### config.mk
export PLATFORM = sky130hd
export DESIGN_NAME = pin_mux_top
export DESIGN_NICKNAME = d
export VERILOG_FILES = /design/src/hdl/pin_mux_pkg.sv /design/src/hdl/pin_sync.sv /design/src/hdl/strap_latch.sv /design/src/hdl/pin_mux_top.sv
export VERILOG_INCLUDE_DIRS = /design/src /design/src/hdl
export SDC_FILE = /design/constraint.sdc
export NUM_CORES = 1
export LEC_CHECK = 0
export BUFFER_PORTS_ARGS = -buffer_cell sky130_fd_sc_hd__buf_4
export CAP_MARGIN = 20
export CORE_MARGIN = 3
export CORE_UTILIZATION = 46
export CTS_BUF_LIST = sky130_fd_sc_hd__clkbuf_8
export CTS_CLUSTER_SIZE = 25
export DETAILED_ROUTE_END_ITERATION = 8
export HOLD_SLACK_MARGIN = 0.1
export PLACE_DENSITY = 0.86
export RECOVER_POWER = 50
export SLEW_MARGIN = 15
export SYNTH_ARGS = -nofsm -noshare
export SYNTH_HDL_FRONTEND = slang
export SYNTH_SLANG_ARGS = --single-unit
### constraint.sdc
create_clock -name CLK_I -period 2.8 [get_ports CLK_I]
set_clock_uncertainty 0.2 [all_clocks]
set_input_delay 0.56 -clock CLK_I [delete_from_list [all_inputs] [get_ports CLK_I]]
set_output_delay 0.56 -clock CLK_I [all_outputs]
set_load 0.05 [all_outputs]
### src/hdl/pin_mux_defines.svh
// Offsets, field positions, reset values and key of the pin-mux block.
// Assumes byte addresses on a 32-bit Avalon-MM slave port.
`ifndef PIN_MUX_DEFINES_SVH
`define PIN_MUX_DEFINES_SVH

// ==========================================================
// Register byte offsets
`define OFS_PERIPH_CFG     8'h00
`define OFS_DEVICE_STATUS  8'h04
`define OFS_CFG_LOCK       8'h08
`define OFS_GPIO_ENABLE    8'h0c
`define OFS_GPIO_DIRECTION 8'h10
`define OFS_GPIO_OUT       8'h14
`define OFS_GPIO_IN        8'h18

// ==========================================================
// Field positions
`define CFG_AUDIO0_BIT     0
`define CFG_VIDEO1_BIT     1
`define STATUS_ETH_BIT     11
`define GPIO_CLK_A_BIT     1
`define GPIO_CLK_B_BIT     2
`define GPIO_CONV_BIT      8
`define GPIO_MASK          16'h0106
`define HOST_MII_RX_MASK   16'hff00
`define HOST_MII_TX_MASK   16'h007f

// ==========================================================
// Reset values and key
`define PERIPH_CFG_RESET   2'h0
`define GPIO_RESET         16'h0000
`define LOCK_RESET         1'h1
`define UNLOCK_KEY         32'h10c0010c

`endif

### src/hdl/pin_mux_pkg.sv
// Types shared by the pin-mux block.
// Assumes the defines header for all numeric constants.
package pin_mux_pkg;

	// ==========================================================
	// One driven pin: value and output enable
	typedef struct packed {
		logic o;
		logic oe;
	} pin_drive_t;

	// ==========================================================
	// Software-visible configuration state
	typedef struct packed {
		logic [1:0]  periph_cfg;
		logic        locked;
		logic [15:0] gpio_pin_enable;
		logic [15:0] gpio_pin_direction;
		logic [15:0] gpio_out;
	} cfg_state_t;

	// ==========================================================
	// Owner of the eight shared video/audio pins
	typedef enum logic [1:0] {
		OWNER_NONE,
		OWNER_VIDEO1,
		OWNER_AUDIO0
	} shared_owner_t;

endpackage

### src/hdl/pin_sync.sv
// Two-flip-flop synchroniser for a bundle of pin inputs.
// Assumes asynchronous pin levels; only the second stage is read.
`timescale 1ns/1ps

module pin_sync #(
	parameter int WIDTH = 1
) (
	input  wire logic             clk_i,
	input  wire logic [WIDTH-1:0] async_i,
	output logic      [WIDTH-1:0] sync_o
);

	// ==========================================================
	// Stages
	logic [WIDTH-1:0] meta_reg;
	logic [WIDTH-1:0] meta_next;
	logic [WIDTH-1:0] sync_reg;
	logic [WIDTH-1:0] sync_next;

	always_comb begin
		meta_next = async_i;
		sync_next = meta_reg;
	end

	// Data only: no reset, a pin level is meaningless until sampled
	always_ff @(posedge clk_i) begin
		meta_reg <= meta_next;
		sync_reg <= sync_next;
	end

	assign sync_o = sync_reg;

endmodule

### src/hdl/strap_latch.sv
// Catches a synchronised strap level once, as reset is released.
// Assumes the input already passed a synchroniser on the same clock.
`timescale 1ns/1ps

module strap_latch (
	input  wire logic clk_i,
	input  wire logic srst_i,
	input  wire logic strap_i,
	output logic      strap_o
);

	// ==========================================================
	// Capture state
	logic value_reg;
	logic value_next;
	logic done_reg;
	logic done_next;

	always_comb begin
		value_next = value_reg;
		done_next  = done_reg;
		if (!done_reg) begin
			value_next = strap_i;
			done_next  = 1'b1;
		end
	end

	// Held until the next reset, whatever the pin does later
	always_ff @(posedge clk_i) begin
		if (srst_i) begin
			value_reg <= 1'b0;
			done_reg  <= 1'b0;
		end else begin
			value_reg <= value_next;
			done_reg  <= done_next;
		end
	end

	assign strap_o = value_reg;

endmodule

### src/hdl/pin_mux_top.sv
// Shared pin function multiplexer with an Avalon-MM register port.
// Assumes pad cells resolve each pin from its _O and _OE_O signals.
//
// Function
// - Clock pins drive divided clocks after reset
// - Enable gives pin to GPIO; direction sets drive
// - Converter pin default; GPIO 8 when enabled
// - Shared video/audio pins idle after reset
// - Video enable alone routes shared pins to video
// - Audio enable alone routes shared pins to audio
// - Host pins 15:8 and 6:0 become MII when strap high; pin 7 stays host
// - Peripheral config writes need unlock key; then relock
// - Strap readable in status bit 11
//
// Design decisions made here: the Avalon-MM interface to the registers and the address map.
`timescale 1ns/1ps
`include "pin_mux_defines.svh"

module pin_mux_top (
	input  wire logic        CLK_I,
	input  wire logic        SRST_I,
	// Avalon-MM slave
	input  wire logic [7:0]  AVS_ADDRESS_I,
	input  wire logic        AVS_READ_I,
	input  wire logic        AVS_WRITE_I,
	input  wire logic [31:0] AVS_WRITEDATA_I,
	output logic      [31:0] AVS_READDATA_O,
	output logic             AVS_WAITREQUEST_O,
	// Functions from the core
	input  wire logic        DIVIDED_CLOCK_OUT_A_I,
	input  wire logic        DIVIDED_CLOCK_OUT_B_I,
	input  wire logic        VCXO_CONVERTER_OUT_I,
	input  wire logic [7:0]  VIDEO_PORT1_DATA_OUT_I,
	input  wire logic [7:0]  VIDEO_PORT1_DATA_OE_I,
	output logic      [7:0]  VIDEO_PORT1_DATA_IN_O,
	input  wire logic [7:0]  AUDIO_PORT0_SERIAL_DATA_OUT_I,
	input  wire logic [7:0]  AUDIO_PORT0_SERIAL_DATA_OE_I,
	output logic      [7:0]  AUDIO_PORT0_SERIAL_DATA_IN_O,
	input  wire logic [15:0] HOST_DATA_OUT_I,
	input  wire logic        HOST_DATA_OE_I,
	output logic      [15:0] HOST_DATA_IN_O,
	input  wire logic [6:0]  MII_TX_I,
	output logic      [7:0]  MII_RX_O,
	output logic             ETHERNET_ENABLE_O,
	output logic             VIDEO_PORT1_ACTIVE_O,
	output logic             AUDIO_PORT0_ACTIVE_O,
	// Pins
	input  wire logic        CLK_A_PIN_I,
	output logic             CLK_A_PIN_O,
	output logic             CLK_A_PIN_OE_O,
	input  wire logic        CLK_B_PIN_I,
	output logic             CLK_B_PIN_O,
	output logic             CLK_B_PIN_OE_O,
	input  wire logic        CONV_PIN_I,
	output logic             CONV_PIN_O,
	output logic             CONV_PIN_OE_O,
	input  wire logic [7:0]  SHARED_PIN_I,
	output logic      [7:0]  SHARED_PIN_O,
	output logic      [7:0]  SHARED_PIN_OE_O,
	input  wire logic [15:0] HOST_DATA_PINS_I,
	output logic      [15:0] HOST_DATA_PINS_O,
	output logic      [15:0] HOST_DATA_PINS_OE_O,
	input  wire logic        ETHERNET_STRAP_I
);

	// ==========================================================
	// Helpers
	function automatic pin_mux_pkg::pin_drive_t gpio_or_func(
		input logic en,
		input logic dir,
		input logic gpio_val,
		input logic func_val
	);
		pin_mux_pkg::pin_drive_t d;
		if (en) begin
			d.o  = gpio_val;
			d.oe = dir;
		end else begin
			d.o  = func_val;
			d.oe = 1'b1;
		end
		return d;
	endfunction

	// ==========================================================
	// Pin input synchronisers and strap capture
	logic [27:0] pins_async;
	logic [27:0] pins_sync;
	logic        strap_sync;
	logic        eth_strap;

	assign pins_async = {ETHERNET_STRAP_I, HOST_DATA_PINS_I, SHARED_PIN_I,
		CONV_PIN_I, CLK_B_PIN_I, CLK_A_PIN_I};
	assign strap_sync = pins_sync[27];

	pin_sync #(
		.WIDTH(28)
	) u_sync (
		.clk_i  (CLK_I),
		.async_i(pins_async),
		.sync_o (pins_sync)
	);

	strap_latch u_strap (
		.clk_i  (CLK_I),
		.srst_i (SRST_I),
		.strap_i(strap_sync),
		.strap_o(eth_strap)
	);

	// ==========================================================
	// Avalon-MM slave and configuration registers
	pin_mux_pkg::cfg_state_t cfg_reg;
	pin_mux_pkg::cfg_state_t cfg_next;
	logic        wait_reg;
	logic        wait_next;
	logic [31:0] rdata_reg;
	logic [31:0] rdata_next;
	logic        wr_take;
	logic        rd_start;
	logic [15:0] gpio_in;

	assign wr_take  = AVS_WRITE_I && !wait_reg;
	assign rd_start = AVS_READ_I && wait_reg;
	assign gpio_in  = {7'h00, pins_sync[2], 5'h00, pins_sync[1],
		pins_sync[0], 1'h0};

	always_comb begin
		cfg_next   = cfg_reg;
		rdata_next = rdata_reg;
		// One wait cycle, then a single ready cycle
		wait_next  = !((AVS_READ_I || AVS_WRITE_I) && wait_reg);
		if (wr_take) begin
			case (AVS_ADDRESS_I)
				`OFS_PERIPH_CFG: begin
					if (!cfg_reg.locked) begin
						cfg_next.periph_cfg = AVS_WRITEDATA_I[1:0];
					end
					cfg_next.locked = 1'b1;
				end
				`OFS_CFG_LOCK: begin
					cfg_next.locked = (AVS_WRITEDATA_I != `UNLOCK_KEY);
				end
				`OFS_GPIO_ENABLE: begin
					cfg_next.gpio_pin_enable = AVS_WRITEDATA_I[15:0] & `GPIO_MASK;
				end
				`OFS_GPIO_DIRECTION: begin
					cfg_next.gpio_pin_direction =
						AVS_WRITEDATA_I[15:0] & `GPIO_MASK;
				end
				`OFS_GPIO_OUT: begin
					cfg_next.gpio_out = AVS_WRITEDATA_I[15:0] & `GPIO_MASK;
				end
				default: begin
				end
			endcase
		end
		if (rd_start) begin
			rdata_next = 32'h0000_0000;
			case (AVS_ADDRESS_I)
				`OFS_PERIPH_CFG: begin
					rdata_next[1:0] = cfg_reg.periph_cfg;
				end
				`OFS_DEVICE_STATUS: begin
					rdata_next[`STATUS_ETH_BIT] = eth_strap;
				end
				`OFS_CFG_LOCK: begin
					rdata_next[0] = cfg_reg.locked;
				end
				`OFS_GPIO_ENABLE: begin
					rdata_next[15:0] = cfg_reg.gpio_pin_enable;
				end
				`OFS_GPIO_DIRECTION: begin
					rdata_next[15:0] = cfg_reg.gpio_pin_direction;
				end
				`OFS_GPIO_OUT: begin
					rdata_next[15:0] = cfg_reg.gpio_out;
				end
				`OFS_GPIO_IN: begin
					rdata_next[15:0] = gpio_in;
				end
				default: begin
					rdata_next = 32'h0000_0000;
				end
			endcase
		end
	end

	always_ff @(posedge CLK_I) begin
		if (SRST_I) begin
			cfg_reg.periph_cfg         <= `PERIPH_CFG_RESET;
			cfg_reg.locked             <= `LOCK_RESET;
			cfg_reg.gpio_pin_enable    <= `GPIO_RESET;
			cfg_reg.gpio_pin_direction <= `GPIO_RESET;
			cfg_reg.gpio_out           <= `GPIO_RESET;
			wait_reg                   <= 1'b1;
			rdata_reg                  <= 32'h0000_0000;
		end else begin
			cfg_reg   <= cfg_next;
			wait_reg  <= wait_next;
			rdata_reg <= rdata_next;
		end
	end

	assign AVS_WAITREQUEST_O = wait_reg;
	assign AVS_READDATA_O    = rdata_reg;

	// ==========================================================
	// Pin function selection, every pin output registered
	pin_mux_pkg::shared_owner_t owner;
	pin_mux_pkg::pin_drive_t    clk_a_next;
	pin_mux_pkg::pin_drive_t    clk_b_next;
	pin_mux_pkg::pin_drive_t    conv_next;
	pin_mux_pkg::pin_drive_t    clk_a_reg;
	pin_mux_pkg::pin_drive_t    clk_b_reg;
	pin_mux_pkg::pin_drive_t    conv_reg;
	logic [7:0]  shared_o_next;
	logic [7:0]  shared_oe_next;
	logic [7:0]  shared_o_reg;
	logic [7:0]  shared_oe_reg;
	logic [7:0]  vid_in_next;
	logic [7:0]  aud_in_next;
	logic [7:0]  vid_in_reg;
	logic [7:0]  aud_in_reg;
	logic [15:0] host_o_next;
	logic [15:0] host_oe_next;
	logic [15:0] host_in_next;
	logic [15:0] host_o_reg;
	logic [15:0] host_oe_reg;
	logic [15:0] host_in_reg;
	logic [7:0]  mii_rx_next;
	logic [7:0]  mii_rx_reg;
	logic        vid_act_reg;
	logic        aud_act_reg;
	logic        eth_reg;

	always_comb begin
		// Both enables set is a misconfiguration: keep the pins quiet
		case (cfg_reg.periph_cfg)
			2'h2: owner = pin_mux_pkg::OWNER_VIDEO1;
			2'h1: owner = pin_mux_pkg::OWNER_AUDIO0;
			default: owner = pin_mux_pkg::OWNER_NONE;
		endcase

		clk_a_next = gpio_or_func(cfg_reg.gpio_pin_enable[`GPIO_CLK_A_BIT],
			cfg_reg.gpio_pin_direction[`GPIO_CLK_A_BIT],
			cfg_reg.gpio_out[`GPIO_CLK_A_BIT], DIVIDED_CLOCK_OUT_A_I);
		clk_b_next = gpio_or_func(cfg_reg.gpio_pin_enable[`GPIO_CLK_B_BIT],
			cfg_reg.gpio_pin_direction[`GPIO_CLK_B_BIT],
			cfg_reg.gpio_out[`GPIO_CLK_B_BIT], DIVIDED_CLOCK_OUT_B_I);
		conv_next = gpio_or_func(cfg_reg.gpio_pin_enable[`GPIO_CONV_BIT],
			cfg_reg.gpio_pin_direction[`GPIO_CONV_BIT],
			cfg_reg.gpio_out[`GPIO_CONV_BIT], VCXO_CONVERTER_OUT_I);

		shared_o_next  = 8'h00;
		shared_oe_next = 8'h00;
		vid_in_next    = 8'h00;
		aud_in_next    = 8'h00;
		case (owner)
			pin_mux_pkg::OWNER_VIDEO1: begin
				shared_o_next  = VIDEO_PORT1_DATA_OUT_I;
				shared_oe_next = VIDEO_PORT1_DATA_OE_I;
				vid_in_next    = pins_sync[10:3];
			end
			pin_mux_pkg::OWNER_AUDIO0: begin
				shared_o_next  = AUDIO_PORT0_SERIAL_DATA_OUT_I;
				shared_oe_next = AUDIO_PORT0_SERIAL_DATA_OE_I;
				aud_in_next    = pins_sync[10:3];
			end
			default: begin
			end
		endcase

		// Pins 15:8 become MII receive, 6:0 MII transmit
		host_o_next  = HOST_DATA_OUT_I;
		host_oe_next = {16{HOST_DATA_OE_I}};
		host_in_next = pins_sync[26:11];
		mii_rx_next  = 8'h00;
		if (eth_strap) begin
			host_o_next  = (HOST_DATA_OUT_I & ~`HOST_MII_TX_MASK)
				| {9'h000, MII_TX_I};
			host_oe_next = (host_oe_next & ~`HOST_MII_RX_MASK)
				| `HOST_MII_TX_MASK;
			host_in_next = pins_sync[26:11]
				& ~(`HOST_MII_RX_MASK | `HOST_MII_TX_MASK);
			mii_rx_next  = pins_sync[26:19];
		end
	end

	always_ff @(posedge CLK_I) begin
		if (SRST_I) begin
			clk_a_reg     <= '{o: 1'b0, oe: 1'b1};
			clk_b_reg     <= '{o: 1'b0, oe: 1'b1};
			conv_reg      <= '{o: 1'b0, oe: 1'b1};
			shared_o_reg  <= 8'h00;
			shared_oe_reg <= 8'h00;
			vid_in_reg    <= 8'h00;
			aud_in_reg    <= 8'h00;
			host_o_reg    <= 16'h0000;
			host_oe_reg   <= 16'h0000;
			host_in_reg   <= 16'h0000;
			mii_rx_reg    <= 8'h00;
			vid_act_reg   <= 1'b0;
			aud_act_reg   <= 1'b0;
			eth_reg       <= 1'b0;
		end else begin
			clk_a_reg     <= clk_a_next;
			clk_b_reg     <= clk_b_next;
			conv_reg      <= conv_next;
			shared_o_reg  <= shared_o_next;
			shared_oe_reg <= shared_oe_next;
			vid_in_reg    <= vid_in_next;
			aud_in_reg    <= aud_in_next;
			host_o_reg    <= host_o_next;
			host_oe_reg   <= host_oe_next;
			host_in_reg   <= host_in_next;
			mii_rx_reg    <= mii_rx_next;
			vid_act_reg   <= (owner == pin_mux_pkg::OWNER_VIDEO1);
			aud_act_reg   <= (owner == pin_mux_pkg::OWNER_AUDIO0);
			eth_reg       <= eth_strap;
		end
	end

	// ==========================================================
	// Outputs
	assign CLK_A_PIN_O                  = clk_a_reg.o;
	assign CLK_A_PIN_OE_O               = clk_a_reg.oe;
	assign CLK_B_PIN_O                  = clk_b_reg.o;
	assign CLK_B_PIN_OE_O               = clk_b_reg.oe;
	assign CONV_PIN_O                   = conv_reg.o;
	assign CONV_PIN_OE_O                = conv_reg.oe;
	assign SHARED_PIN_O                 = shared_o_reg;
	assign SHARED_PIN_OE_O              = shared_oe_reg;
	assign VIDEO_PORT1_DATA_IN_O        = vid_in_reg;
	assign AUDIO_PORT0_SERIAL_DATA_IN_O = aud_in_reg;
	assign HOST_DATA_PINS_O             = host_o_reg;
	assign HOST_DATA_PINS_OE_O          = host_oe_reg;
	assign HOST_DATA_IN_O               = host_in_reg;
	assign MII_RX_O                     = mii_rx_reg;
	assign VIDEO_PORT1_ACTIVE_O         = vid_act_reg;
	assign AUDIO_PORT0_ACTIVE_O         = aud_act_reg;
	assign ETHERNET_ENABLE_O            = eth_reg;

endmodule

==> results of run 1 <==
## logic make-up (layout without fill, tap and decap cells)
| group | after synthesis | count (layout) |
|---|---|---|
| buffers and inverters | 63 | 300 |
| muxes | 26 | 26 |
| AOI/OAI and AO/OA | 32 | 32 |
| DFF | 160 | 160 |
| and+or+nand+nor | 146 | 146 |
| xor gates and xnor gates | 1 | 1 |
| adders and majority gates | 2 | 2 |
| other | 1 | 27 |
## worst max-delay path: stages
cell and delay, ns:
sky130_fd_sc_hd__clkbuf_2 0.74, sky130_fd_sc_hd__or2_0 0.78, sky130_fd_sc_hd__nor2_1 0.12
## per-layer routing
layer | share of wire [%] | routed length, µm
met5 | 0 | 0
met1 | 36 | 4560
met4 | 2.1 | 270
met2 | 55 | 7070
met3 | 7.0 | 896
## final cells by class
type,instances,area (µm²),area share (%)
clock buffer,17,234,3.19
clock inverter,14,268,3.65
inverter,5,18.8,0.255
multi-input combinational,234,1410,19.2
sequential,160,3200,43.6
tap,136,170,2.32
timing repair buffer,264,2040,27.7
## Yosys cell counts
cell and instances:
sky130_fd_sc_hd__nor4b_1 3, sky130_fd_sc_hd__conb_1 1, sky130_fd_sc_hd__nand3_1 4, sky130_fd_sc_hd__ha_1 2, sky130_fd_sc_hd__buf_6 1, sky130_fd_sc_hd__buf_4 40
sky130_fd_sc_hd__nor4bb_1 2, sky130_fd_sc_hd__nor3_1 2, sky130_fd_sc_hd__o211ai_1 1, sky130_fd_sc_hd__inv_1 5, sky130_fd_sc_hd__or2_2 2, sky130_fd_sc_hd__nand2b_1 1
sky130_fd_sc_hd__nand4_1 5, sky130_fd_sc_hd__o21ai_0 2, sky130_fd_sc_hd__xnor2_1 1, sky130_fd_sc_hd__nor3b_1 1, sky130_fd_sc_hd__clkbuf_1 15, sky130_fd_sc_hd__nand2_1 11
sky130_fd_sc_hd__o31a_1 1, sky130_fd_sc_hd__mux2i_1 26, sky130_fd_sc_hd__a22oi_1 19, sky130_fd_sc_hd__nor2_1 48, sky130_fd_sc_hd__or4_4 1, sky130_fd_sc_hd__dfxtp_1 160
sky130_fd_sc_hd__o22a_1 3, sky130_fd_sc_hd__and2b_1 1, sky130_fd_sc_hd__a41oi_1 1, sky130_fd_sc_hd__or4_1 3, sky130_fd_sc_hd__nor4_1 6, sky130_fd_sc_hd__or3b_2 1
sky130_fd_sc_hd__nor2b_1 16, sky130_fd_sc_hd__buf_1 2, sky130_fd_sc_hd__a211oi_1 1, sky130_fd_sc_hd__a21oi_1 4, sky130_fd_sc_hd__and2_1 39
## worst max path at each step
stage	startpoint	endpoint	slack, ns	depth (start not counted)
after floorplan	AVS_ADDRESS_I[4]	cfg_reg[48]	0.49	5
after global placement	AVS_ADDRESS_I[4]	cfg_reg[48]	0.37	5
after detailed placement	AVS_ADDRESS_I[4]	cfg_reg[48]	0.36	5
after CTS	AVS_ADDRESS_I[4]	cfg_reg[48]	0.82	5
after global routing	SRST_I	SHARED_PIN_OE_O[3]	0.49	3
final	SRST_I	SHARED_PIN_OE_O[5]	0.65	3
## where the power goes
| group | internal (mW) | total (mW) | switching (mW) | leakage (nW) |
|---|---|---|---|---|
| clock network | 1.19 | 2.07 | 0.887 | 0.252 |
| logic | 0.232 | 0.599 | 0.367 | 1.84 |
| registers | 2.36 | 2.39 | 0.0327 | 1.32 |
==> results.md, run 1 <==
Synth:
- The Yosys step of the flow raised 0 warnings.
- Sorting the synthesized cells by area gives the leading types as sky130_fd_sc_hd__dfxtp_1, sky130_fd_sc_hd__buf_4, sky130_fd_sc_hd__mux2i_1, sky130_fd_sc_hd__and2_1, sky130_fd_sc_hd__nor2_1.
- Counting distinct cell types in the post-synthesis netlist gives 35.
- The portion of the post-synthesis area used by sequential elements is about two thirds.
- The combinational family with the most area after synthesis is simple AND/OR/NAND/NOR gates.
- The basic-gate share of the synthesized area counting and, or, nand and nor cells is 16.0%.
- The synthesis-stage register bit count is 160.
- Synthesis produced 431 cells.
- The synthesized netlist devotes between 4 and 5% of its cell area to compound gates.
- The adder-cell share of the synthesized area is less than 1%.
- The summed instance area of the synthesized netlist is ~0.0049 mm².
- The synthesized netlist devotes 0.178% of its cell area to XOR and XNOR gates.
- The fraction of synthesized area in multiplexers is under 10%.
- The per-instance average area after synthesis is 11.4 µm².
- The area share of the largest cell type after synthesis is approximately 65%.
- The most area-hungry cell type in the Yosys netlist is sky130_fd_sc_hd__dfxtp_1.

Worst setup path:
- In this run the critical register-to-register path is launched from cfg_reg[49].
- STA puts the critical path data arrival time at 2.22 ns.
- Setup slack on the worst reg-to-reg path comes out at slightly above 0.9 ns.
- The required time of the worst setup path is 2.87 ns.
- The worst setup path is launched from an input port.
- The number of cells on the worst reg-to-reg path is 4.
- The critical path is of the in -> reg type.
- The critical register-to-register path endpoint is SHARED_PIN_OE_O[5].
- The worst-path maximum fanout is 48.
- The category of the worst setup path capture point is a flip-flop.

Detailed routing:
- The count of antenna-violating nets left after detailed routing is 0.
- For this run, design rule violations remaining after detail routing come to 0.
- The final layout contains routed wiring with a total length of 12800 µm.
- After detailed routing, the number of vias per cell comes to 4.60.
- The total via count after detailed routing is 3814.
- Before antenna repair, the detailed router went through 4 iterations.
- Dividing the detail-routed wire length by the instance count gives around 15 µm.
- The DRC marker count from the first detailed-route iteration is between 100 and 150.

Worst hold path:
- The origin of the worst min-delay path is u_sync.meta_reg[14].
- The capture endpoint of the worst hold path is u_sync.sync_o[14].
- The count of cells along the worst hold path is 0.
- In this run the worst hold path is classified as reg -> reg.

Power:
- The total power of the final layout is 5.06 mW.
- The static leakage is approximately 3.4 nW.
- Power spread over the standard cell area amounts to 689 mW/mm².
- IR analysis of the VDD net gives a maximum drop of between 400 and 500 µV.

Timing:
- Setup repair after global routing left no endpoint under its margin.
- The slack of the critical path is approximately 0.65 ns.
- The final sum of negative setup slack is 0 ns.
- The final-report max-slew violation count is 0.
- In this run the tightest slew margin relative to its limit is between 30% and 40%.
- The count of endpoints failing hold in the final timing report is 0.
- The measured slew at the worst slew-check pin is around 1 ns.
- The final number of setup-violating endpoints is 0.
- The final critical path takes up roughly three quarters of the cycle.
- Derived from the worst setup path, the maximum achievable clock frequency is about 470 MHz.
- Final hold analysis gives a worst-case slack of 0.117 ns.
- The smallest clock period supported by the final layout is computed as 2.15 ns.

CTS:
- No sink is reached through more buffers than the 2 on the longest clock path.
- The buffer cell driving the clock tree root is sky130_fd_sc_hd__clkbuf_8.
- Clock-pin slew was measured on the worst setup and hold paths at approximately 0.09 ns.
- Buffers inserted to repair hold after CTS numbered 28.
- The clock latency reported for the late side of the worst-skew pair is between 0.4 and 0.5 ns.
- The number of gates given a new drive strength after cts is 0.
- The maximum level of the CTS H-tree is 4.
- The clock tree from TritonCTS is yes.
- The buffers inserted during post-CTS setup optimization is 0.
- The number of sinks driven by the clock tree is 160.
- The number of clock buffers inserted by TritonCTS is 17.

Cells and area:
- The final cell count without fillers is slightly above 800.
- After the last flow step, the layout net total stands at slightly above 800.
- The number of diodes is 0.
- Compared with the post-synthesis result, the final layout area differs by 49.5%.
- The finished cells cover between 0.007 and 0.008 mm².
- Once layout is complete, the utilization of the core stands at just over 70%.
- Fill cells in the final layout number 745.
- The most common cell after layout, fill and taps aside is sky130_fd_sc_hd__buf_4.
- The proportion of layout cells with a drive suffix above 1 is 38.5%.
- Leaving out fill and tap cells, the most frequent cells in the layout are sky130_fd_sc_hd__buf_4, sky130_fd_sc_hd__dfxtp_1, sky130_fd_sc_hd__nor2_1.

Die:
- The initial core utilization is approximately 47%.
- around 260 I/O pins were placed.
- Row generation in the floorplan step produced 37 rows.
- The floorplan die area is 0.0120 mm².
- The core area is 0.0104 mm².
- The floorplan step set the die height to 109 µm.
- The horizontal extent of the die is 109 µm.

Global route:
- Summed over all layers, the global routing overflow is 0.
- The met1 track demand over resource is between 20% and 30%.
- The via count of the first global-routing pass is 3931.
- The first global-routing pass estimated 18800 µm of wire.
- The initial antenna violation count was 0.
- For this run, the total global-route usage over all layers was measured as approximately a fifth.
- The pin count of the biggest net entering global routing is between 40 and 50.
- For met2 alone, demand over resource in global routing was 39.3%.
- The global-route layer with the greatest usage is met2.
- The met3 capacity usage during global routing is 5.40%.

Placed design:
- Once placement completed, the tool counted placed cells totaling 771.
- The weighted congestion reported at the end of routability-driven placement is between 0.8 and 0.9.
- After detailed placement, the total cell area comes to about 0.0066 mm².
- The setup slack after placement is ~0.36 ns.
- Buffers placed on the I/O ports in this run total approximately 230.
- The estimated wirelength of the detail-placed design is ~9300 µm.

Job:
- The max-cap check violation count is 0.

Outcome:
- The run finished with clean final reports.
(Power assumes the default switching activity.)
==> run 2: changes to the inputs <==
--- a/config.mk
+++ b/config.mk
@@ -9,12 +9,12 @@
 export BUFFER_PORTS_ARGS = -buffer_cell sky130_fd_sc_hd__buf_4
 export CAP_MARGIN = 20
 export CORE_MARGIN = 3
-export CORE_UTILIZATION = 46
+export CORE_UTILIZATION = 42
 export CTS_BUF_LIST = sky130_fd_sc_hd__clkbuf_8
 export CTS_CLUSTER_SIZE = 25
 export DETAILED_ROUTE_END_ITERATION = 8
 export HOLD_SLACK_MARGIN = 0.1
-export PLACE_DENSITY = 0.86
+export PLACE_DENSITY = 0.83
 export RECOVER_POWER = 50
 export SLEW_MARGIN = 15
 export SYNTH_ARGS = -nofsm -noshare
==> constraint.sdc (replaced) <==
create_clock -name CLK_I -period 1.89 [get_ports CLK_I]
set_clock_uncertainty 0.2 [all_clocks]
set_input_delay 0.378 -clock CLK_I [delete_from_list [all_inputs] [get_ports CLK_I]]
set_output_delay 0.378 -clock CLK_I [all_outputs]
set_load 0.05 [all_outputs]
==> run 2 against run 1 <==
  * Hold slack gained 0.0065 ns
  * Non-clock buffer count up 88
  * Sequential share of layout area shrank 3.8 points
  * Via count rose by 13%
  * Critical path depth rose by 3
  * Wire length is 21% higher
  * Clock-buffer cell count up 1
  * Sequential power is 48% higher
  * First-iteration DRC count rose by 95%
==> results.md, run 2 (same netlist as run 1, synthesis figures left out) <==
Die:
- The horizontal extent of the die is 114 µm (was 109 µm).
- The core area is 0.0111 mm² (was 0.0104 mm²).
- The I/O pin count is 261 (unchanged).
- The number of standard-cell rows in the floorplan was 38 (was 37).
- The initial core utilization came to 44.2% (was 47.4%).
- The floorplan die area is 0.0130 mm² (was 0.0120 mm²).
- The chip height is 114 µm (was 109 µm).

Worst setup path:
- The type of the worst setup path is in -> reg (unchanged).
- The worst-path maximum fanout is 5 (was 48).
- Cells along the critical path: dlygate4sd3_1 -> buf_4 -> or3b_2 -> nor4_1 -> a21oi_1 -> nor2_1 (was clkbuf_2 -> or2_0 -> nor2_1).
- The startpoint type of the worst setup path was an input port (unchanged).
- The depth of the worst register-to-register path is 4 (unchanged).
- The required time of the worst setup path is 2.07 ns (was 2.87 ns).
- The maximum single-stage delay on the critical path is 0.54 ns (was 0.78 ns).
- The slowest cell on the critical path is sky130_fd_sc_hd__dlygate4sd3_1 (was sky130_fd_sc_hd__or2_0).
- The data arrival at the endpoint of the critical path was 2.04 ns (was 2.22 ns).
- The category of the worst setup path capture point was a flip-flop (unchanged).

Global route:
- The first-pass GRT wire length was 23400 µm (was 18800 µm).
- The via count of the first global-routing pass is 4572 (was 3931).
- The initial antenna violation count is 0 (unchanged).
- The global-route track usage on met2 was 44.0% (was 39.3%).
- The pin count of the biggest net entering global routing is 20 (was 49).
- The met3 capacity usage during global routing is 7.40% (was 5.40%).
- The met1 track demand over resource is 23.4% (was 21.0%).
- The total congestion overflow is 0 (unchanged).
- The total routing usage reported by global routing was 23.5% (was 20.6%).
- The global-route layer with the greatest usage is met2 (unchanged).

CTS:
- The number of sinks driven by the clock tree is 160 (unchanged).
- The clock latency reported for the late side of the worst-skew pair is 0.44 ns (was 0.42 ns).
- The buffer cell driving the clock tree root is sky130_fd_sc_hd__clkbuf_8 (unchanged).
- The clock-pin slew on the worst setup and hold paths is 0.09 ns (about the same).
- The maximum count of clock buffers along a single path was 2 (unchanged).
- The number of clock buffers inserted by TritonCTS is 17 (unchanged).
- The clock tree from TritonCTS is yes (unchanged).
- The maximum level of the CTS H-tree is 4 (unchanged).

Cells and area:
- The number of diodes came to 0 (unchanged).
- The layout overhead on the synthesized area is 63.7% (was 49.5%).
- The proportion of layout cells with a drive suffix above 1 is 36.9% (was 38.5%).
- Most frequent cells in the layout: sky130_fd_sc_hd__buf_4, sky130_fd_sc_hd__dfxtp_1, sky130_fd_sc_hd__dlygate4sd3_1 (was sky130_fd_sc_hd__buf_4, sky130_fd_sc_hd__dfxtp_1, sky130_fd_sc_hd__nor2_1).
- The final cell count without fillers is 923 (was 830).
- The number of nets in the finished design was 903 (was 815).
- The most common cell after layout, fill and taps aside is sky130_fd_sc_hd__buf_4 (unchanged).

Detailed routing:
- The count of antenna-violating nets left after detailed routing is 0 (unchanged).
- The DRC marker count from the first detailed-route iteration was 240 (was 123).
- The total wire length after detailed routing came to 15400 µm (was 12800 µm).
- The number of search-and-repair iterations in the first detailed-routing pass is 4 (unchanged).
- The detailed-route DRC error count is 0 (unchanged).
- The total via count after detailed routing is 4291 (was 3814).
- The per-cell routed wire length came to 16.7 µm (was 15.4 µm).
- The average via count per standard cell is 4.65 (was 4.60).

Timing:
- The final number of setup-violating endpoints is 0 (unchanged).
- The maximum clock frequency is 537 MHz.
- The routed design could run at a clock period as short as about 1.9 ns.
- The relative max-transition margin is 59.1% (was 32.6%).
- The worst path uses between 90% and 100% of the clock period.
- The final-report max-slew violation count is 0 (unchanged).
- The count of endpoints failing hold in the final timing report is 0 (unchanged).
- The measured slew at the worst slew-check pin is 0.612 ns (was 1.01 ns).

Power:
- The static leakage is 3.73 nW (was 3.41 nW).
- The total power of the final layout came to 7.17 mW (was 5.06 mW).
- The ratio of total power to cell area is 892 mW/mm² (was 689 mW/mm²).
- The worst vdd rail ir drop came to 772 µV (was 411 µV).

Job:
- The max-cap check violation count is 0 (unchanged).

Placed design:
- The instance count after placement with tap cells included is 790 (was 771).
- The weighted congestion reported at the end of routability-driven placement is 0.903 (was 0.829).
- The number of buffer cells added on primary ports came to 233 (unchanged).
- The estimated wirelength of the detail-placed design came to 9650 µm (was 9300 µm).

Worst hold path:
- The count of cells along the worst hold path is 0 (unchanged).
- The classification of the worst-slack hold path is reg -> reg (unchanged).

Outcome:
- Status: complete, no violations (unchanged).
run 2: cell count changes in the layout (fill, tap and decap cells not counted), sizes merged:
| cell | before | now |
|---|---|---|
| buf | 204 | 180 |
| bufinv | 6 | 2 |
| clkbuf | 49 | 89 |
| clkinv | 1 | 2 |
| clkinvlp | 0 | 1 |
| dlygate4sd3 | 28 | 101 |
| inv | 12 | 14 |
run 2: cell type report:
class,instances,area [µm²]
well taps,140,175
fillers,743,3080
clock inverters,14,168
flip-flops and latches,160,3200
inverters,5,18.8
multi-input cells,234,1450
clock buffers,18,248
repair buffers,352,2780
run 2: worst paths after layout:
kind / from / to / slack (ns)
setup / recovery: AVS_ADDRESS_I[1] / AVS_READDATA_O[11] / 0.03
setup reg to reg: u_strap.strap_o / HOST_DATA_PINS_O[1] / 0.22
hold reg to reg: u_sync.meta_reg[18] / u_sync.sync_o[18] / 0.12
hold / removal: u_sync.meta_reg[18] / u_sync.sync_o[18] / 0.12
run 2: worst max-delay path, delay by kind of cell:
kind,cells,cell delay [ns]
and+or+nand+nor,3,0.89
buffers and inverters,2,0.70
AOI/OAI and AO/OA,1,0.07
run 2: layer usage:
layer / wire (µm) / share of wire [%]
met1: 5370 / 35
met4: 478 / 3.1
met3: 1230 / 8.0
met5: 0 / 0
met2: 8350 / 54
run 2: repair_timing:
| action | 4_1_cts | 5_1_grt |
|---|---|---|
| hold buffers | 101 | 0 |
| setup buffers | 0 | 0 |
| gates resized for setup | 0 | 6 |
| endpoints found under the setup margin | 0 | 13 |
| endpoints found under the hold margin | 82 | 0 |
run 2: metrics by stage:
step                      TNS, ns  area [µm²]  hold slack, ns  utilization (%)  worst slack, ns
final                           0        8040           0.124             72.3           0.0291
after global routing      -0.0160        8040           0.122             72.3          -0.0149
after floorplan           -0.0951        5010           0.110                -          -0.0951
after global placement     -0.255        6700           0.110             60.2           -0.255
after detailed placement   -0.262        6700           0.112             60.2           -0.262
after CTS                       0        8120           0.102             73.0          0.00993
run 2: where the power goes:
| part | internal [mW] | leakage, nW | total [mW] | switching [mW] |
|---|---|---|---|---|
| Combinational | 0.451 | 2.19 | 1.05 | 0.602 |
| Clock | 1.26 | 0.211 | 2.59 | 1.33 |
| Sequential | 3.49 | 1.32 | 3.53 | 0.0407 |
